### src/inc/fault_pkg.sv
// Holds constants shared by the fault handler: codes, offsets and timing.
// Assumes a 200 MHz scan clock and an AXI4-Lite register bus.
package fault_pkg;
  // ****************************************************************
  // Fault codes
  // ****************************************************************
  localparam logic [7:0] code_none        = 8'h00;
  localparam logic [7:0] code_memory      = 8'hf1;
  localparam logic [7:0] code_no_end      = 8'hf0;
  localparam logic [7:0] code_bus         = 8'hc0;
  localparam logic [7:0] code_unit_over   = 8'he1;
  localparam logic [7:0] code_cycle_over  = 8'h9f;
  localparam logic [7:0] code_scan_over   = 8'hf8;
  // ****************************************************************
  // Timing
  // ****************************************************************
  localparam int clk_mhz            = 200;
  localparam int ac_loss_ms         = 10;
  localparam int dc_loss_ms         = 2;
  localparam int watchdog_ms        = 100;
  localparam int ac_loss_cycles     = ac_loss_ms * clk_mhz * 1000;
  localparam int dc_loss_cycles     = dc_loss_ms * clk_mhz * 1000;
  localparam int watchdog_cycles    = watchdog_ms * clk_mhz * 1000;
  // ****************************************************************
  // Register offsets
  // ****************************************************************
  localparam logic [7:0] reg_status    = 8'h00;
  localparam logic [7:0] reg_cause     = 8'h04;
  localparam logic [7:0] reg_control   = 8'h08;
  localparam logic [7:0] reg_config    = 8'h0c;
  localparam logic [7:0] reg_edit      = 8'h10;
  localparam logic [7:0] reg_refusal   = 8'h14;
  localparam logic [7:0] reg_alarm_log = 8'h18;
  localparam logic [7:0] reg_message   = 8'h1c;
  // ****************************************************************
  // Field positions and reset values
  // ****************************************************************
  localparam int ctl_clear_bit      = 0;
  localparam int ctl_prog_mode_bit  = 1;
  localparam int ctl_edit_go_bit    = 2;
  localparam int ctl_dc_power_bit   = 3;
  localparam int status_scan_bit    = 9;
  localparam logic [31:0] config_reset = 32'h0000_0000;
  localparam logic [1:0]  resp_okay    = 2'h0;
  localparam logic [1:0]  resp_slverr  = 2'h2;
  localparam int cause_width        = 6;
endpackage : fault_pkg

### src/rtl/controller_fault_handler.sv
// Holds the fault handler of the controller with its AXI4-Lite registers.
// Assumes fault and event inputs are synchronous to aclk, pins are not.
`timescale 1ns/1ps
// Contract
// - Fatal fault halts scan, forces outputs off.
// - Halt holds until reset or program-mode clear.
// - Power loss darkens all; others light alarm; power loss darkens only from run, not halt, and watchdog F8 lights no alarm.
// - Supply gap 10 ms or 2 ms is fatal.
// - Memory fault gives F1 with six causes.
// - Missing end instruction gives F0.
// - Expansion bus transfer failure gives C0.
// - Too many expansion units gives E1.
// - Scan beyond configured limit gives 9F.
// - Fault code goes into eight status bits.
// - Hardware faults set their cause flags; only the six memory causes are flagged, the other faults set none.
// - Non-fatal alarm flashes, continues, writes number.
// - Non-fatal alarm cleared by 00 or console.
// - Fatal alarm halts, lights alarm, writes number.
// - Log fatal alarm number with clock time.
// - Message instruction sends sixteen characters out.
// - Program writes refused unless protect bits zero.
// - Edit refused unless last word is no-op.
// - Out of range addresses are refused.
// - Fatal alarm number 00 entry refused.
// - Watchdog over 100 ms gives F8, bit 9.
module controller_fault_handler #(
  parameter int ac_loss_limit  = fault_pkg::ac_loss_cycles,
  parameter int dc_loss_limit  = fault_pkg::dc_loss_cycles,
  parameter int watchdog_limit = fault_pkg::watchdog_cycles,
  parameter int prog_top       = 16'h07ff,
  parameter int data_top       = 16'h1fff
) (
  input  wire logic        aclk,
  input  wire logic        aresetn,
  input  wire logic [7:0]  s_axi_awaddr,
  input  wire logic        s_axi_awvalid,
  output logic             s_axi_awready,
  input  wire logic [31:0] s_axi_wdata,
  input  wire logic [3:0]  s_axi_wstrb,
  input  wire logic        s_axi_wvalid,
  output logic             s_axi_wready,
  output logic [1:0]       s_axi_bresp,
  output logic             s_axi_bvalid,
  input  wire logic        s_axi_bready,
  input  wire logic [7:0]  s_axi_araddr,
  input  wire logic        s_axi_arvalid,
  output logic             s_axi_arready,
  output logic [31:0]      s_axi_rdata,
  output logic [1:0]       s_axi_rresp,
  output logic             s_axi_rvalid,
  input  wire logic        s_axi_rready,
  input  wire logic        power_good_pin,
  input  wire logic [5:0]  memory_cause,
  input  wire logic        no_end_instr,
  input  wire logic        expansion_bus_fail,
  input  wire logic        unit_overflow,
  input  wire logic        scan_start,
  input  wire logic        nonfatal_alarm_exec,
  input  wire logic        fatal_alarm_exec,
  input  wire logic [7:0]  alarm_number,
  input  wire logic        rtc_fitted,
  input  wire logic [31:0] rtc_time,
  input  wire logic        console_message_instr,
  input  wire logic [127:0] message_text,
  input  wire logic        last_word_is_nop,
  output logic             run_enable,
  output logic             outputs_enable,
  output logic             power_indicator,
  output logic             run_indicator,
  output logic             alarm_indicator,
  output logic [7:0]       special_status_area,
  output logic [127:0]     message_out,
  output logic             message_valid
);
  // ****************************************************************
  // State
  // ****************************************************************
  typedef enum logic [1:0] {st_run = 2'b00, st_halt = 2'b01,
                            st_dark = 2'b11} mode_t;
  mode_t       mode, next_mode;
  logic [7:0]  fault_code, next_fault_code;
  logic [5:0]  aux_flags, next_aux_flags;
  logic        nf_active, next_nf_active;
  logic [7:0]  nf_code, next_nf_code;
  logic        scan_over, next_scan_over;
  logic [31:0] control, next_control;
  logic [31:0] config_word, next_config_word;
  logic [31:0] edit_word, next_edit_word;
  logic [2:0]  refusal, next_refusal;
  logic [39:0] alarm_log, next_alarm_log;
  logic [127:0] msg_q, next_msg_q;
  logic        msg_v, next_msg_v;
  logic [31:0] loss_cnt, next_loss_cnt;
  logic [31:0] cyc_cnt, next_cyc_cnt;
  logic [22:0] flash_cnt, next_flash_cnt;
  logic        pg_meta, pg_sync;
  logic        aw_hold, next_aw_hold, w_hold, next_w_hold;
  logic [7:0]  aw_q, next_aw_q;
  logic [31:0] w_q, next_w_q;
  logic        bvalid, next_bvalid, rvalid, next_rvalid;
  logic [1:0]  bresp, next_bresp, rresp, next_rresp;
  logic [31:0] rdata, next_rdata;
  // ****************************************************************
  // Helpers
  // ****************************************************************
  function automatic logic mapped(input logic [7:0] a);
    mapped = (a <= fault_pkg::reg_message) && (a[1:0] == 2'h0);
  endfunction : mapped
  logic        fatal_hw, power_lost, cycle_over, wr_go;
  logic [31:0] loss_limit;
  always_comb
  begin
    loss_limit = control[fault_pkg::ctl_dc_power_bit] ?
                 32'(dc_loss_limit) : 32'(ac_loss_limit);
    power_lost = (loss_cnt >= loss_limit);
    // One millisecond comes from the supply limit, so both share a time base.
    cycle_over = (config_word[15:0] != 16'h0000) &&
                 (cyc_cnt >= 32'(config_word[15:0]) *
                  32'(ac_loss_limit / fault_pkg::ac_loss_ms));
    fatal_hw   = (|memory_cause) || no_end_instr || expansion_bus_fail ||
                 unit_overflow || cycle_over;
    wr_go      = aw_hold && w_hold && !bvalid;
  end
  // ****************************************************************
  // Fault logic
  // ****************************************************************
  always_comb
  begin
    next_mode       = mode;
    next_fault_code = fault_code;
    next_aux_flags  = aux_flags | memory_cause;
    next_nf_active  = nf_active;
    next_nf_code    = nf_code;
    next_scan_over  = scan_over;
    next_alarm_log  = alarm_log;
    next_loss_cnt   = pg_sync ? 32'h0 : loss_cnt + 32'h1;
    next_cyc_cnt    = scan_start ? 32'h0 : cyc_cnt + 32'h1;
    next_flash_cnt  = flash_cnt + 23'h1;
    next_msg_q      = msg_q;
    next_msg_v      = 1'b0;
    if (wr_go && aw_q == fault_pkg::reg_control &&
        w_q[fault_pkg::ctl_clear_bit])
    begin
      next_nf_active = 1'b0;
      if (control[fault_pkg::ctl_prog_mode_bit] && mode == st_halt)
      begin
        next_mode      = st_run;
        next_aux_flags = memory_cause;
      end
    end
    if (nonfatal_alarm_exec)
      next_nf_active = (alarm_number != 8'h00);
    if (nonfatal_alarm_exec && alarm_number != 8'h00)
      next_nf_code = alarm_number;
    if (cyc_cnt >= 32'(watchdog_limit))
      next_scan_over = 1'b1;
    if (mode == st_run && power_lost)
      next_mode = st_dark;
    else if (mode == st_run && (fatal_hw || fatal_alarm_exec))
    begin
      next_mode = st_halt;
      if (|memory_cause)
        next_fault_code = fault_pkg::code_memory;
      else if (no_end_instr)
        next_fault_code = fault_pkg::code_no_end;
      else if (expansion_bus_fail)
        next_fault_code = fault_pkg::code_bus;
      else if (unit_overflow)
        next_fault_code = fault_pkg::code_unit_over;
      else if (cycle_over)
        next_fault_code = fault_pkg::code_cycle_over;
      else
      begin
        next_fault_code = alarm_number;
        if (rtc_fitted)
          next_alarm_log = {alarm_number, rtc_time};
      end
    end
    if (console_message_instr && mode == st_run)
    begin
      next_msg_q = message_text;
      next_msg_v = 1'b1;
    end
  end
  // ****************************************************************
  // Register bus
  // ****************************************************************
  logic [15:0] ed_addr;
  always_comb
  begin
    ed_addr          = w_q[15:0];
    next_aw_hold     = aw_hold;
    next_w_hold      = w_hold;
    next_aw_q        = aw_q;
    next_w_q         = w_q;
    next_bvalid      = bvalid && !s_axi_bready;
    next_bresp       = bresp;
    next_rvalid      = rvalid && !s_axi_rready;
    next_rresp       = rresp;
    next_rdata       = rdata;
    next_control     = control & ~32'h5;
    next_config_word = config_word;
    next_edit_word   = edit_word;
    next_refusal     = refusal;
    if (s_axi_awvalid && !aw_hold)
    begin
      next_aw_hold = 1'b1;
      next_aw_q    = s_axi_awaddr;
    end
    if (s_axi_wvalid && !w_hold)
    begin
      next_w_hold = 1'b1;
      next_w_q    = s_axi_wdata;
    end
    if (wr_go)
    begin
      next_aw_hold = 1'b0;
      next_w_hold  = 1'b0;
      next_bvalid  = 1'b1;
      next_bresp   = mapped(aw_q) ? fault_pkg::resp_okay :
                     fault_pkg::resp_slverr;
      case (aw_q)
        fault_pkg::reg_control: next_control = w_q;
        fault_pkg::reg_config:  next_config_word = w_q;
        fault_pkg::reg_edit:
        begin
          next_refusal = 3'h0;
          if (config_word[19:16] != 4'h0)
            next_refusal[0] = 1'b1;
          else if (!last_word_is_nop)
            next_refusal[1] = 1'b1;
          else if (w_q[31] ? (ed_addr > 16'(data_top))
                           : (ed_addr > 16'(prog_top)))
            next_refusal[2] = 1'b1;
          else if (w_q[30] && w_q[23:16] == 8'h00)
            next_refusal[2] = 1'b1;
          else
            next_edit_word = w_q;
        end
        default: next_edit_word = edit_word;
      endcase
    end
    if (s_axi_arvalid && !rvalid)
    begin
      next_rvalid = 1'b1;
      next_rresp  = mapped(s_axi_araddr) ? fault_pkg::resp_okay :
                    fault_pkg::resp_slverr;
      case (s_axi_araddr)
        fault_pkg::reg_status:
          next_rdata = {22'h0, scan_over, nf_active, special_status_area};
        fault_pkg::reg_cause:   next_rdata = {26'h0, aux_flags};
        fault_pkg::reg_control: next_rdata = control;
        fault_pkg::reg_config:  next_rdata = config_word;
        fault_pkg::reg_edit:    next_rdata = edit_word;
        fault_pkg::reg_refusal: next_rdata = {29'h0, refusal};
        fault_pkg::reg_alarm_log: next_rdata = alarm_log[31:0];
        fault_pkg::reg_message: next_rdata = {24'h0, alarm_log[39:32]};
        default: next_rdata = 32'h0;
      endcase
    end
  end
  always_ff @(posedge aclk)
  begin
    pg_meta <= power_good_pin;
    pg_sync <= pg_meta;
    if (!aresetn)
    begin
      mode <= st_run; fault_code <= 8'h0; aux_flags <= 6'h0;
      nf_active <= 1'b0; nf_code <= 8'h0; scan_over <= 1'b0;
      control <= 32'h0; config_word <= fault_pkg::config_reset;
      edit_word <= 32'h0; refusal <= 3'h0; alarm_log <= 40'h0;
      msg_q <= 128'h0; msg_v <= 1'b0; loss_cnt <= 32'h0;
      cyc_cnt <= 32'h0; flash_cnt <= 23'h0; aw_hold <= 1'b0;
      w_hold <= 1'b0; aw_q <= 8'h0; w_q <= 32'h0; bvalid <= 1'b0;
      bresp <= 2'h0; rvalid <= 1'b0; rresp <= 2'h0; rdata <= 32'h0;
    end
    else
    begin
      mode <= next_mode; fault_code <= next_fault_code;
      aux_flags <= next_aux_flags; nf_active <= next_nf_active;
      nf_code <= next_nf_code; scan_over <= next_scan_over;
      control <= next_control; config_word <= next_config_word;
      edit_word <= next_edit_word; refusal <= next_refusal;
      alarm_log <= next_alarm_log; msg_q <= next_msg_q;
      msg_v <= next_msg_v; loss_cnt <= next_loss_cnt;
      cyc_cnt <= next_cyc_cnt; flash_cnt <= next_flash_cnt;
      aw_hold <= next_aw_hold; w_hold <= next_w_hold; aw_q <= next_aw_q;
      w_q <= next_w_q; bvalid <= next_bvalid; bresp <= next_bresp;
      rvalid <= next_rvalid; rresp <= next_rresp; rdata <= next_rdata;
    end
  end
  // ****************************************************************
  // Outputs
  // ****************************************************************
  always_comb
  begin
    run_enable      = (mode == st_run);
    outputs_enable  = (mode == st_run);
    power_indicator = (mode != st_dark);
    run_indicator   = (mode == st_run);
    alarm_indicator = (mode == st_halt) ||
                      (mode == st_run && nf_active && flash_cnt[22]);
    if (mode != st_run)
      special_status_area = fault_code;
    else if (nf_active)
      special_status_area = nf_code;
    else if (scan_over)
      special_status_area = fault_pkg::code_scan_over;
    else
      special_status_area = fault_pkg::code_none;
    message_out   = msg_q;
    message_valid = msg_v;
    s_axi_awready = !aw_hold;
    s_axi_wready  = !w_hold;
    s_axi_bvalid  = bvalid;
    s_axi_bresp   = bresp;
    s_axi_arready = !rvalid;
    s_axi_rvalid  = rvalid;
    s_axi_rresp   = rresp;
    s_axi_rdata   = rdata;
  end
  // ****************************************************************
  // Checks
  // ****************************************************************
  property p_halt_off;
    @(posedge aclk) disable iff (!aresetn)
      (mode == st_run && !power_lost && fatal_alarm_exec) |=>
        (!outputs_enable && !run_enable);
  endproperty
  a_halt_off: assert property (p_halt_off) else $error("no halt");
  property p_stay;
    @(posedge aclk) disable iff (!aresetn)
      (mode == st_halt && !(wr_go && aw_q == fault_pkg::reg_control &&
       w_q[fault_pkg::ctl_clear_bit])) |=> (mode == st_halt);
  endproperty
  a_stay: assert property (p_stay) else $error("left halt");
  property p_dark;
    @(posedge aclk) disable iff (!aresetn)
      (mode == st_dark) |-> (!power_indicator && !alarm_indicator);
  endproperty
  a_dark: assert property (p_dark) else $error("not dark");
  property p_loss;
    @(posedge aclk) disable iff (!aresetn)
      (mode == st_run && power_lost) |=> (mode == st_dark);
  endproperty
  a_loss: assert property (p_loss) else $error("loss missed");
  property p_mem;
    @(posedge aclk) disable iff (!aresetn)
      (mode == st_run && !power_lost && |memory_cause) |=>
        (special_status_area == fault_pkg::code_memory);
  endproperty
  a_mem: assert property (p_mem) else $error("bad F1");
  property p_noend;
    @(posedge aclk) disable iff (!aresetn)
      (mode == st_run && !power_lost && !(|memory_cause) && no_end_instr)
        |=> (special_status_area == fault_pkg::code_no_end);
  endproperty
  a_noend: assert property (p_noend) else $error("bad F0");
  property p_nf;
    @(posedge aclk) disable iff (!aresetn)
      (mode == st_run && !fatal_hw && !fatal_alarm_exec && !power_lost &&
       nonfatal_alarm_exec && alarm_number != 8'h00) |=>
        (run_enable && special_status_area == $past(alarm_number));
  endproperty
  a_nf: assert property (p_nf) else $error("bad alarm");
  property p_prot;
    @(posedge aclk) disable iff (!aresetn)
      (wr_go && aw_q == fault_pkg::reg_edit &&
       config_word[19:16] != 4'h0) |=> refusal[0];
  endproperty
  a_prot: assert property (p_prot) else $error("no protect");
endmodule : controller_fault_handler

### config.mk
export PLATFORM = sky130hd
export DESIGN_NAME = controller_fault_handler
export DESIGN_NICKNAME = d
export VERILOG_FILES = /design/src/inc/fault_pkg.sv /design/src/rtl/controller_fault_handler.sv
export SDC_FILE = /design/constraint.sdc
export NUM_CORES = 1
export LEC_CHECK = 0
export BUFFER_PORTS_ARGS = -buffer_cell sky130_fd_sc_hd__buf_2
export CAP_MARGIN = 20
export CORE_UTILIZATION = 50
export CTS_BUF_LIST = sky130_fd_sc_hd__clkbuf_8
export CTS_CLUSTER_DIAMETER = 30
export DETAILED_ROUTE_END_ITERATION = 7
export MAX_ROUTING_LAYER = met4
export PLACE_DENSITY_LB_ADDON = 0.25
export SYNTH_ARGS = -nofsm -noshare
export SYNTH_HDL_FRONTEND = slang
export SYNTH_SLANG_ARGS = --single-unit
### constraint.sdc
create_clock -name aclk -period 6.7 [get_ports aclk]
set_input_delay 0.67 -clock aclk [delete_from_list [all_inputs] [get_ports aclk]]
set_output_delay 0.67 -clock aclk [all_outputs]
set_load 0.03 [all_outputs]
# == Word-level counts from Yosys, hierarchy flattened ==
# Index checks and enable logic that the tools add are counted.
# totals
register_bits,463
input_bits,243
# classes
n_addsub,3
multipliers,1
n_lt_le_gt_ge,7
n_eq_ne,12
n_mux,30
n_bitwise,11
reduce_logical,56
# ops
operator,count
32-bit case mux with 8 select lines,1
"32-bit by 1-bit adder with 32-bit output, second input constant",2
8-bit two-way mux,8
"8-bit by 5-bit equality test with 1-bit output, second input constant",5
"8-bit by 4-bit equality test with 1-bit output, second input constant",4
32-bit by 21-bit greater-or-equal comparator with 1-bit output,1
"32-bit by 25-bit greater-or-equal comparator with 1-bit output, second input constant",1
32-bit greater-or-equal comparator,1
"16-bit by 12-bit multiplier with 26-bit output, second input constant",1
"23-bit by 1-bit adder with 23-bit output, second input constant",1
21-bit two-way mux,1
1-bit logical AND,20
"16-bit by 11-bit > comparator with 1-bit output, second input constant",1
"16-bit by 13-bit > comparator with 1-bit output, second input constant",1
"8-bit by 5-bit less-or-equal comparator with 1-bit output, second input constant",2
8-bit logical NOT,2
16-bit nonzero test,1
2-bit two-way mux,7
6-bit two-way mux,2
1-bit two-way mux,11
1-bit NOT,10
2-bit AND reduction,5
"8-bit by 3-bit equality test with 1-bit output, second input constant",1
8-bit AND reduction,1
other kinds (14),30

# == Longest topological paths before layout ==
# Gate-level depths: netlist of run 1.
# logic_depth
word_depth,9
depth_mapped,27
depth_no_buf,26

# == Worst setup path before layout of run 1 ==
# No wires, ideal clock.
# synth_timing
kind,register to register
start,reg config_word[2]
end,reg alarm_log[0]
setup_ns,0.070
t_arrival_ns,6.156
path_slack_ns,0.474
stages_incl_launch_ff,26
period_less_slack_ns,6.226
path_cell_list,dfxtp_1 > inv_1 > ha_1 > ha_1 > xor2_1 > ha_1 > fa_1 > inv_1 > fa_1 > inv_1 > ha_1 > or4_1 > a21boi_0 > a311oi_1 > o311ai_0 > nand2_1 > xnor2_1 > ha_1 > a21o_1 > a21o_1 > a221oi_1 > o2111a_1 > o21a_1 > buf_2 > nand4_1 > a21oi_1
# synth_via
elab_chain_len,7
word_cells_on_any_way,9
# synth_rtl
item,line_no,source
start: declaration,controller_fault_handler.sv:87,"logic [31:0] config_word, next_config_word;"
start signal: assignment,controller_fault_handler.sv:282,control <= next_control; config_word <= next_config_word;
16-bit by 12-bit multiplier with 26-bit output,controller_fault_handler.sv:118,(cyc_cnt >= 32'(config_word[15:0]) *
32-bit greater-or-equal comparator,controller_fault_handler.sv:118,
1-bit logical AND (*),controller_fault_handler.sv:117,cycle_over = (config_word[15:0] != 16'h0000) &&
1-bit logical OR,controller_fault_handler.sv:121,unit_overflow || cycle_over;
1-bit logical OR,controller_fault_handler.sv:159,else if (mode == st_run && (fatal_hw || fatal_alarm_exec))
1-bit logical AND,controller_fault_handler.sv:159,
8-bit AND reduction (no source line) (*),-,
end signal: assignment,controller_fault_handler.sv:284,alarm_log <= next_alarm_log; msg_q <= next_msg_q;
end: declaration,controller_fault_handler.sv:90,"logic [39:0] alarm_log, next_alarm_log;"
# Mark *: on every way between the ends. The rest lies on a longest branch, timed or not.
# A chain may end at the register's enable or synchronous reset.

# == Final worst setup path of run 1 ==
# layout_timing
start,reg config_word[2]
end,reg alarm_log[25]
# The elaborated chain is that of the path after synthesis.

==> results of run 1 <==
## power by group through the flow
stage,logic [mW],registers (mW),clock network (mW)
CTS,0.457,2.86,3.52
finish,0.463,2.86,3.48
floorplan,0.194,2.98,0
global placement,0.447,2.91,0
detailed placement,0.455,2.92,0
global route,0.493,2.87,3.66
## flip-flops by register name (all words and copies together) (netlist names), 2 cells and up
register	flops
message_out	128
alarm_log	40
config_word	32
control	32
cyc_cnt	32
edit_word	32
loss_cnt	32
s_axi_rdata	32
w_q	32
flash_cnt	23
aw_q	8
fault_code	8
nf_code	8
aux_flags	6
refusal	3
mode	2
## critical path: cells and delay by family (launching register included)
kind | cells | cell delay, ns
and+or+nand+nor | 3 | 0.70
AOI/OAI and AO/OA | 9 | 1.75
xor gates and xnor gates | 2 | 0.30
buffers and inverters | 6 | 0.77
adders and majority gates | 7 | 2.51
DFF | 1 | 0.33
## what timing repair did
item / in CTS / in global routing
setup buffers: 0 / 1
setup endpoints to repair: 49 / 49
pin swaps: 1 / 9
gates resized for setup: 7 / 31
hold endpoints to repair: 0 / 0
cloned: 0 / 0
## layout make-up
cell class	count	area [µm²]
antenna	23	57.6
clock buffer	119	1640
clock inverter	58	676
fill	3666	15900
inverter	162	616
multi-input combinational	1886	11600
sequential	461	9240
tap	585	732
timing repair buffer	502	2780
## layout by cell type (no fill, tap or decap), types with 39 or more instances in the layout
cell type    n
a21oi_1    390
buf_2      419
buf_4       77
clkbuf_8   119
dfxtp_1    455
fa_1        42
ha_1       136
inv_1      173
mux2i_1     39
nand2_1    544
nand3_1     52
nand4_1     57
nor2_1     195
o21ai_0     42
xor2_1      54
## per-layer routing
layer / wire length, µm / vias to the layer above
li1: - / 9968
met1: 27000 / 9805
met2: 32200 / 890
met3: 5820 / 192
met4: 3430 / 0
met5: 0 / -
## metrics by stage
stage          cells  setup TNS, ns
2_1_floorplan   2666              0
3_3_place_gp    3593          -3.00
3_5_place_dp    3593          -4.99
4_1_cts         3770              0
5_1_grt         3790         -0.157
6_report        3796              0
## logic make-up after synthesis
family / Yosys count / synth area share, %
other: 1 / 0.0171
DFF: 461 / 42.0
and+or+nand+nor: 979 / 19.5
muxes: 42 / 1.92
AOI/OAI and AO/OA: 589 / 15.2
adders and majority gates: 183 / 11.8
xor gates and xnor gates: 91 / 3.62
buffers and inverters: 319 / 5.90
## worst min path at each step
stage,from,to,slack [ns],depth (start not counted)
global route,power_good_pin,pg_meta,0.08,1
floorplan,pg_meta,pg_sync,0.31,0
detailed placement,pg_meta,pg_sync,0.32,0
finish,power_good_pin,pg_meta,0.11,1
CTS,power_good_pin,pg_meta,0.05,1
global placement,pg_meta,pg_sync,0.32,0
==> summary.txt, run 1 <==
Worst setup path
  • Critical Path AT: 7.02 ns
  • Worst Setup SP: config_word[2]
  • RR Startpoint: config_word[2]
  • Capture point of the worst path: alarm_log[25]
  • R2R Path End: alarm_log[25]
  • Most frequent cell on the critical path: ha_1
  • CP endpoint kind: flip-flop
  • Critical Path Slowest Stage Cell: fa_1
  • Worst path max stage delay: 0.55 ns
  • WP data required: 7.21 ns
  • Startpoint Class: flip-flop
  • Worst R2R Path Depth: 27
  • Worst Setup Path Type: flip-flop to flip-flop
  • R2R Setup Slk: 0.19 ns
  • CP Max Fanout: 22

GRT
  • Grt met1 use: 35.5%
  • Gr busiest metal: met2
  • GRT Total Usage: 30.4%
  • Initial antenna violation count: 25
  • Largest net degree at the start of global routing: 217
  • M3 GR Usage: 7.48%
  • Total gr overflow: 0
  • Global-route wire length before repair: 104 mm
  • Vias in the first global route: 20.0k
  • M2 GR Usage: 47.8%

Timing
  • Final hold violations: 0
  • Slew Limit Fails: 0
  • Relative slew margins: 28.0%
  • Post-route worst setup slack: 0.189 ns
  • Setup violations, final: 0
  • Final Critical Period: 6.51 ns
  • Slew @ Worst Pin: 1.08 ns
  • Final Cycle Share: 97.2%
  • Peak Freq: 154 MHz
  • Final hold slack: 0.105 ns
  • Setup Skew: 0.0311 ns

Layout
  • Synth-to-Final Area Change: 24.4%
  • Ratio of cells with drive above 1 in the final layout: 22.7%
  • Post-layout instance area: 27400 µm²
  • Final nets: 3535
  • Util after Layout: 63.2%

Floorplan
  • I/O Pins: 426
  • Die Wd: 212 µm
  • Die height: 212 µm
  • # rows: 76
  • CORE AREA: 43300 µm²
  • Starting Density: 50.8%
  • Die area: 44800 µm²

Power
  • Flop pwr share: 42.0%
  • Tot Pwr: 6.80 mW
  • Leak: 12.0 nW
  • Int Power: 5.09 mW
  • Switching power of the nets: 1.72 mW
  • Comb pwr share: 6.8%
  • Maximum vdd drop: 0.244 mV
  • Power Density: 249 nW/µm²
  • Sw Ratio: 25.2%
  • Clock power frac: 51.2%

Synth
  • Area leader, netlist: dfxtp_1
  • Syn Inst Count: 2665
  • Dominant cell by count in the synthesized netlist: nand2_1
  • Top post-synthesis cells by count: 545 x nand2_1, 461 x dfxtp_1, 391 x a21oi_1, 197 x nor2_1, 161 x inv_1
  • Ys async rst share: 0%
  • Register area share after synthesis: 42.0%
  • Yosys warnings: 0
  • Yosys reg bits: 461
  • Post-synth EDFFs: 0
  • Mapped Avg Cell Area: 8.25 µm²
  • Post-Syn Area: 22000 µm²
  • Ys flop type: dfxtp_1
  • Yosys top cell area share: 42.0%
  • Top cells by area, synth: dfxtp_1 42%, nand2_1 9.3%, a21oi_1 8.9%, ha_1 8.0%, fa_1 3.8%
  • Number of library cell types mapped by synthesis: 72

Route
  • Initial DRC Count: 1765
  • DRC: 0
  • Vias per cell: 5.49
  • Total number of vias: 20.9k
  • Iteration count of the initial detailed-routing pass: 6
  • Routed WL: 68.5 mm
  • Antenna-violating nets left: 0
  • Routed len/inst: 18.0 µm

CTS
  • H-tree levels: 3
  • Cts-stage hold buffer count: 0
  • Clk buf depth: 3
  • Clk_lat worst skew: 0.68 ns
  • CTS tree: done
  • CTS Root Cell: clkbuf_8
  • CTS clk-pin slew, worst paths: 0.06 ns
  • Clk sink count: 461
  • CTS Buf Count: 96

Outcome
  • Status: completed

Job
  • Max cap viols: 0

Placed design
  • Gpl congestion: 0.907
  • DPL Wire Length: 48.3 mm
  • Dpl ws: -0.183 ns
  • Post-Place Cell Area: 24800 µm²
  • # port buffers: 419

Min path
  • Hold Crit Class: input port to flip-flop
Power figures use the tool's default switching activity.
==> inputs of run 2 (changes only) <==
Settings changed: CORE_UTILIZATION 50 to 52.
==> summary.txt, run 2 (same netlist as run 1, synthesis figures left out) <==
Worst setup path
  • Critical Path Slowest Stage Cell: fa_1 (unchanged)
  • CP Max Fanout: 8 (was 22)
  • Worst path max stage delay: 0.54 ns (was 0.55 ns)
  • Critical Path AT: 6.99 ns (was 7.02 ns)
  • WP data required: 7.25 ns (was 7.21 ns)
  • Worst Setup Path Type: flip-flop to flip-flop (unchanged)
  • Startpoint Class: flip-flop (unchanged)
  • CP delay by family, top: adder cells (unchanged)
  • Buf/Inv on CP: 9 (was 6)
  • CP endpoint kind: flip-flop (unchanged)

CTS
  • CTS Root Cell: clkbuf_8 (unchanged)
  • CTS Buf Count: 95 (was 96)
  • CTS clk-pin slew, worst paths: 0.06 ns (about the same)
  • H-tree levels: 3 (unchanged)
  • Clk_lat worst skew: 0.68 ns (about the same)
  • Clk buf depth: 3 (unchanged)
  • CTS tree: done (unchanged)
  • Clk sink count: 461 (unchanged)

Floorplan
  • CORE AREA: 41300 µm² (was 43300 µm²)
  • # rows: 74 (was 76)
  • Die area: 43100 µm² (was 44800 µm²)
  • I/O Pins: 426 (unchanged)
  • Starting Density: 53.2% (was 50.8%)
  • Die Wd: 208 µm (was 212 µm)
  • Die height: 208 µm (was 212 µm)

Placed design
  • # port buffers: 419 (unchanged)
  • Post-Place Cell Area: 24700 µm² (was 24800 µm²)
  • Gpl congestion: 0.930 (was 0.907)
  • DPL Wire Length: 50.1 mm (was 48.3 mm)
  • Dpl ws: -0.145 ns (was -0.183 ns)

Timing
  • Final Cycle Share: 96.1% (was 97.2%)
  • Post-route worst setup slack: 0.263 ns (was 0.189 ns)
  • Relative slew margins: 24.6% (was 28.0%)
  • Final hold slack: 0.120 ns (was 0.105 ns)
  • Slew @ Worst Pin: 1.13 ns (was 1.08 ns)
  • Setup Skew: 0.0378 ns (was 0.0311 ns)
  • Peak Freq: 155 MHz (was 154 MHz)
  • Final Critical Period: 6.44 ns (was 6.51 ns)
  • Slew Limit Fails: 0 (unchanged)
  • Final hold violations: 0 (unchanged)
  • Setup TNS: 0 ns (unchanged)
  • Setup violations, final: 0 (unchanged)

Layout
  • Synth-to-Final Area Change: 23.1% (was 24.4%)
  • Sequential cell area: 9230 µm² (was 9240 µm²)
  • Multi-input combinational cell area: 11600 µm² (about the same)
  • Fillers: 3497 (was 3666)
  • Commonest cells after routing, fill and taps aside: 544 x nand2_1, 458 x dfxtp_1, 419 x buf_2 (was 544 x nand2_1, 455 x dfxtp_1, 419 x buf_2)
  • Max FFs per register: 128 (unchanged)
  • Post-layout instance area: 27100 µm² (was 27400 µm²)
  • Final nets: 3526 (was 3535)
  • Commonest non-fill, non-tap cell in the layout: nand2_1 (unchanged)
  • Ratio of cells with drive above 1 in the final layout: 22.3% (was 22.7%)

Min path
  • Hold Crit Class: input port to flip-flop (unchanged)

Route
  • Vias per cell: 5.64 (was 5.49)
  • Routed len/inst: 18.9 µm (was 18.0 µm)
  • Antenna-violating nets left: 0 (unchanged)
  • Iteration count of the initial detailed-routing pass: 7 (was 6)
  • Total number of vias: 21.0k (was 20.9k)
  • Routed WL: 70.4 mm (was 68.5 mm)
  • DRC: 0 (unchanged)
  • Initial DRC Count: 1691 (was 1765)

Job
  • Max cap viols: 0 (unchanged)

GRT
  • Largest net degree at the start of global routing: 156 (was 217)
  • Total gr overflow: 0 (unchanged)
  • Vias in the first global route: 20.9k (was 20.0k)
  • Global-route wire length before repair: 109 mm (was 104 mm)
  • GRT Total Usage: 32.7% (was 30.4%)
  • Initial antenna violation count: 28 (was 25)

Outcome
  • Status: completed (unchanged)

Power
  • Tot Pwr: 6.54 mW (was 6.80 mW)
  • Maximum vdd drop: 0.275 mV (was 0.244 mV)
  • Leak: 11.9 nW (was 12.0 nW)
  • Power Density: 242 nW/µm² (was 249 nW/µm²)
run 2: cell types whose count changed in the layout (fill, tap and decap cells not counted), moves of 3 or more:
cell and delta:
clkinv_2 +6, o21ai_1 -7, buf_4 -10, o21ai_0 +3
bufinv_16 -4, clkbuf_8 -6, clkinvlp_4 -4, dfxtp_2 -3
o21ai_2 +4, dfxtp_1 +3
run 2: final timing paths:
kind	to	cells after the start	slack [ns]	start
setup / recovery	fault_code[3]	29	0.26	config_word[3]
hold / removal	pg_meta	1	0.12	power_good_pin
setup reg to reg	fault_code[3]	29	0.26	config_word[3]
hold reg to reg	pg_sync	0	0.34	pg_meta
run 2: repair_timing:
item	4_1_cts	5_1_grt
pin swaps	0	14
gates resized for setup	8	27
endpoints found under the setup margin	49	49
setup buffers	0	2
hold buffers	0	0
run 2: worst register-to-register path: cells and delay by family, from the launching register on:
kind | cells | cell delay (ns)
mux | 1 | 0.23
compound gates | 8 | 1.64
fa+ha+maj | 7 | 2.56
buf+inv | 9 | 0.99
flops | 1 | 0.33
simple gates | 4 | 0.59
run 2: per-layer routing:
layer	vias to the layer above	GRT usage [%]	wire length, µm	part of all wire (%)
li1	9948	-	-	-
met1	10000	36.9	27500	39
met2	862	53.4	34200	49
met3	181	6.99	5350	7.6
met4	0	19.3	3360	4.8
met5	-	-	0	0
run 2: area by class of cell:
class,count,share of cell area (%)
multi-input combinational,1886,43.0
tap,532,2.46
timing repair buffer,494,10.1
sequential,461,34.1
inverter,162,2.27
clock buffer,113,5.74
clock inverter,57,2.07
antenna,25,0.231
run 2: power by group:
| part | internal (mW) | switching [mW] | leakage [nW] |
|---|---|---|---|
| combinational | 0.144 | 0.320 | 7.07 |
| clock | 1.90 | 1.31 | 1.12 |
| sequential | 2.81 | 0.0501 | 3.75 |
run 2: per-stage QoR:
step           cells  util (%)
2_1_floorplan   2666         -
4_1_cts         3701      65.0
5_1_grt         3729      65.6
3_5_place_dp    3531      59.8
3_3_place_gp    3531      59.8
6_report        3730      65.6
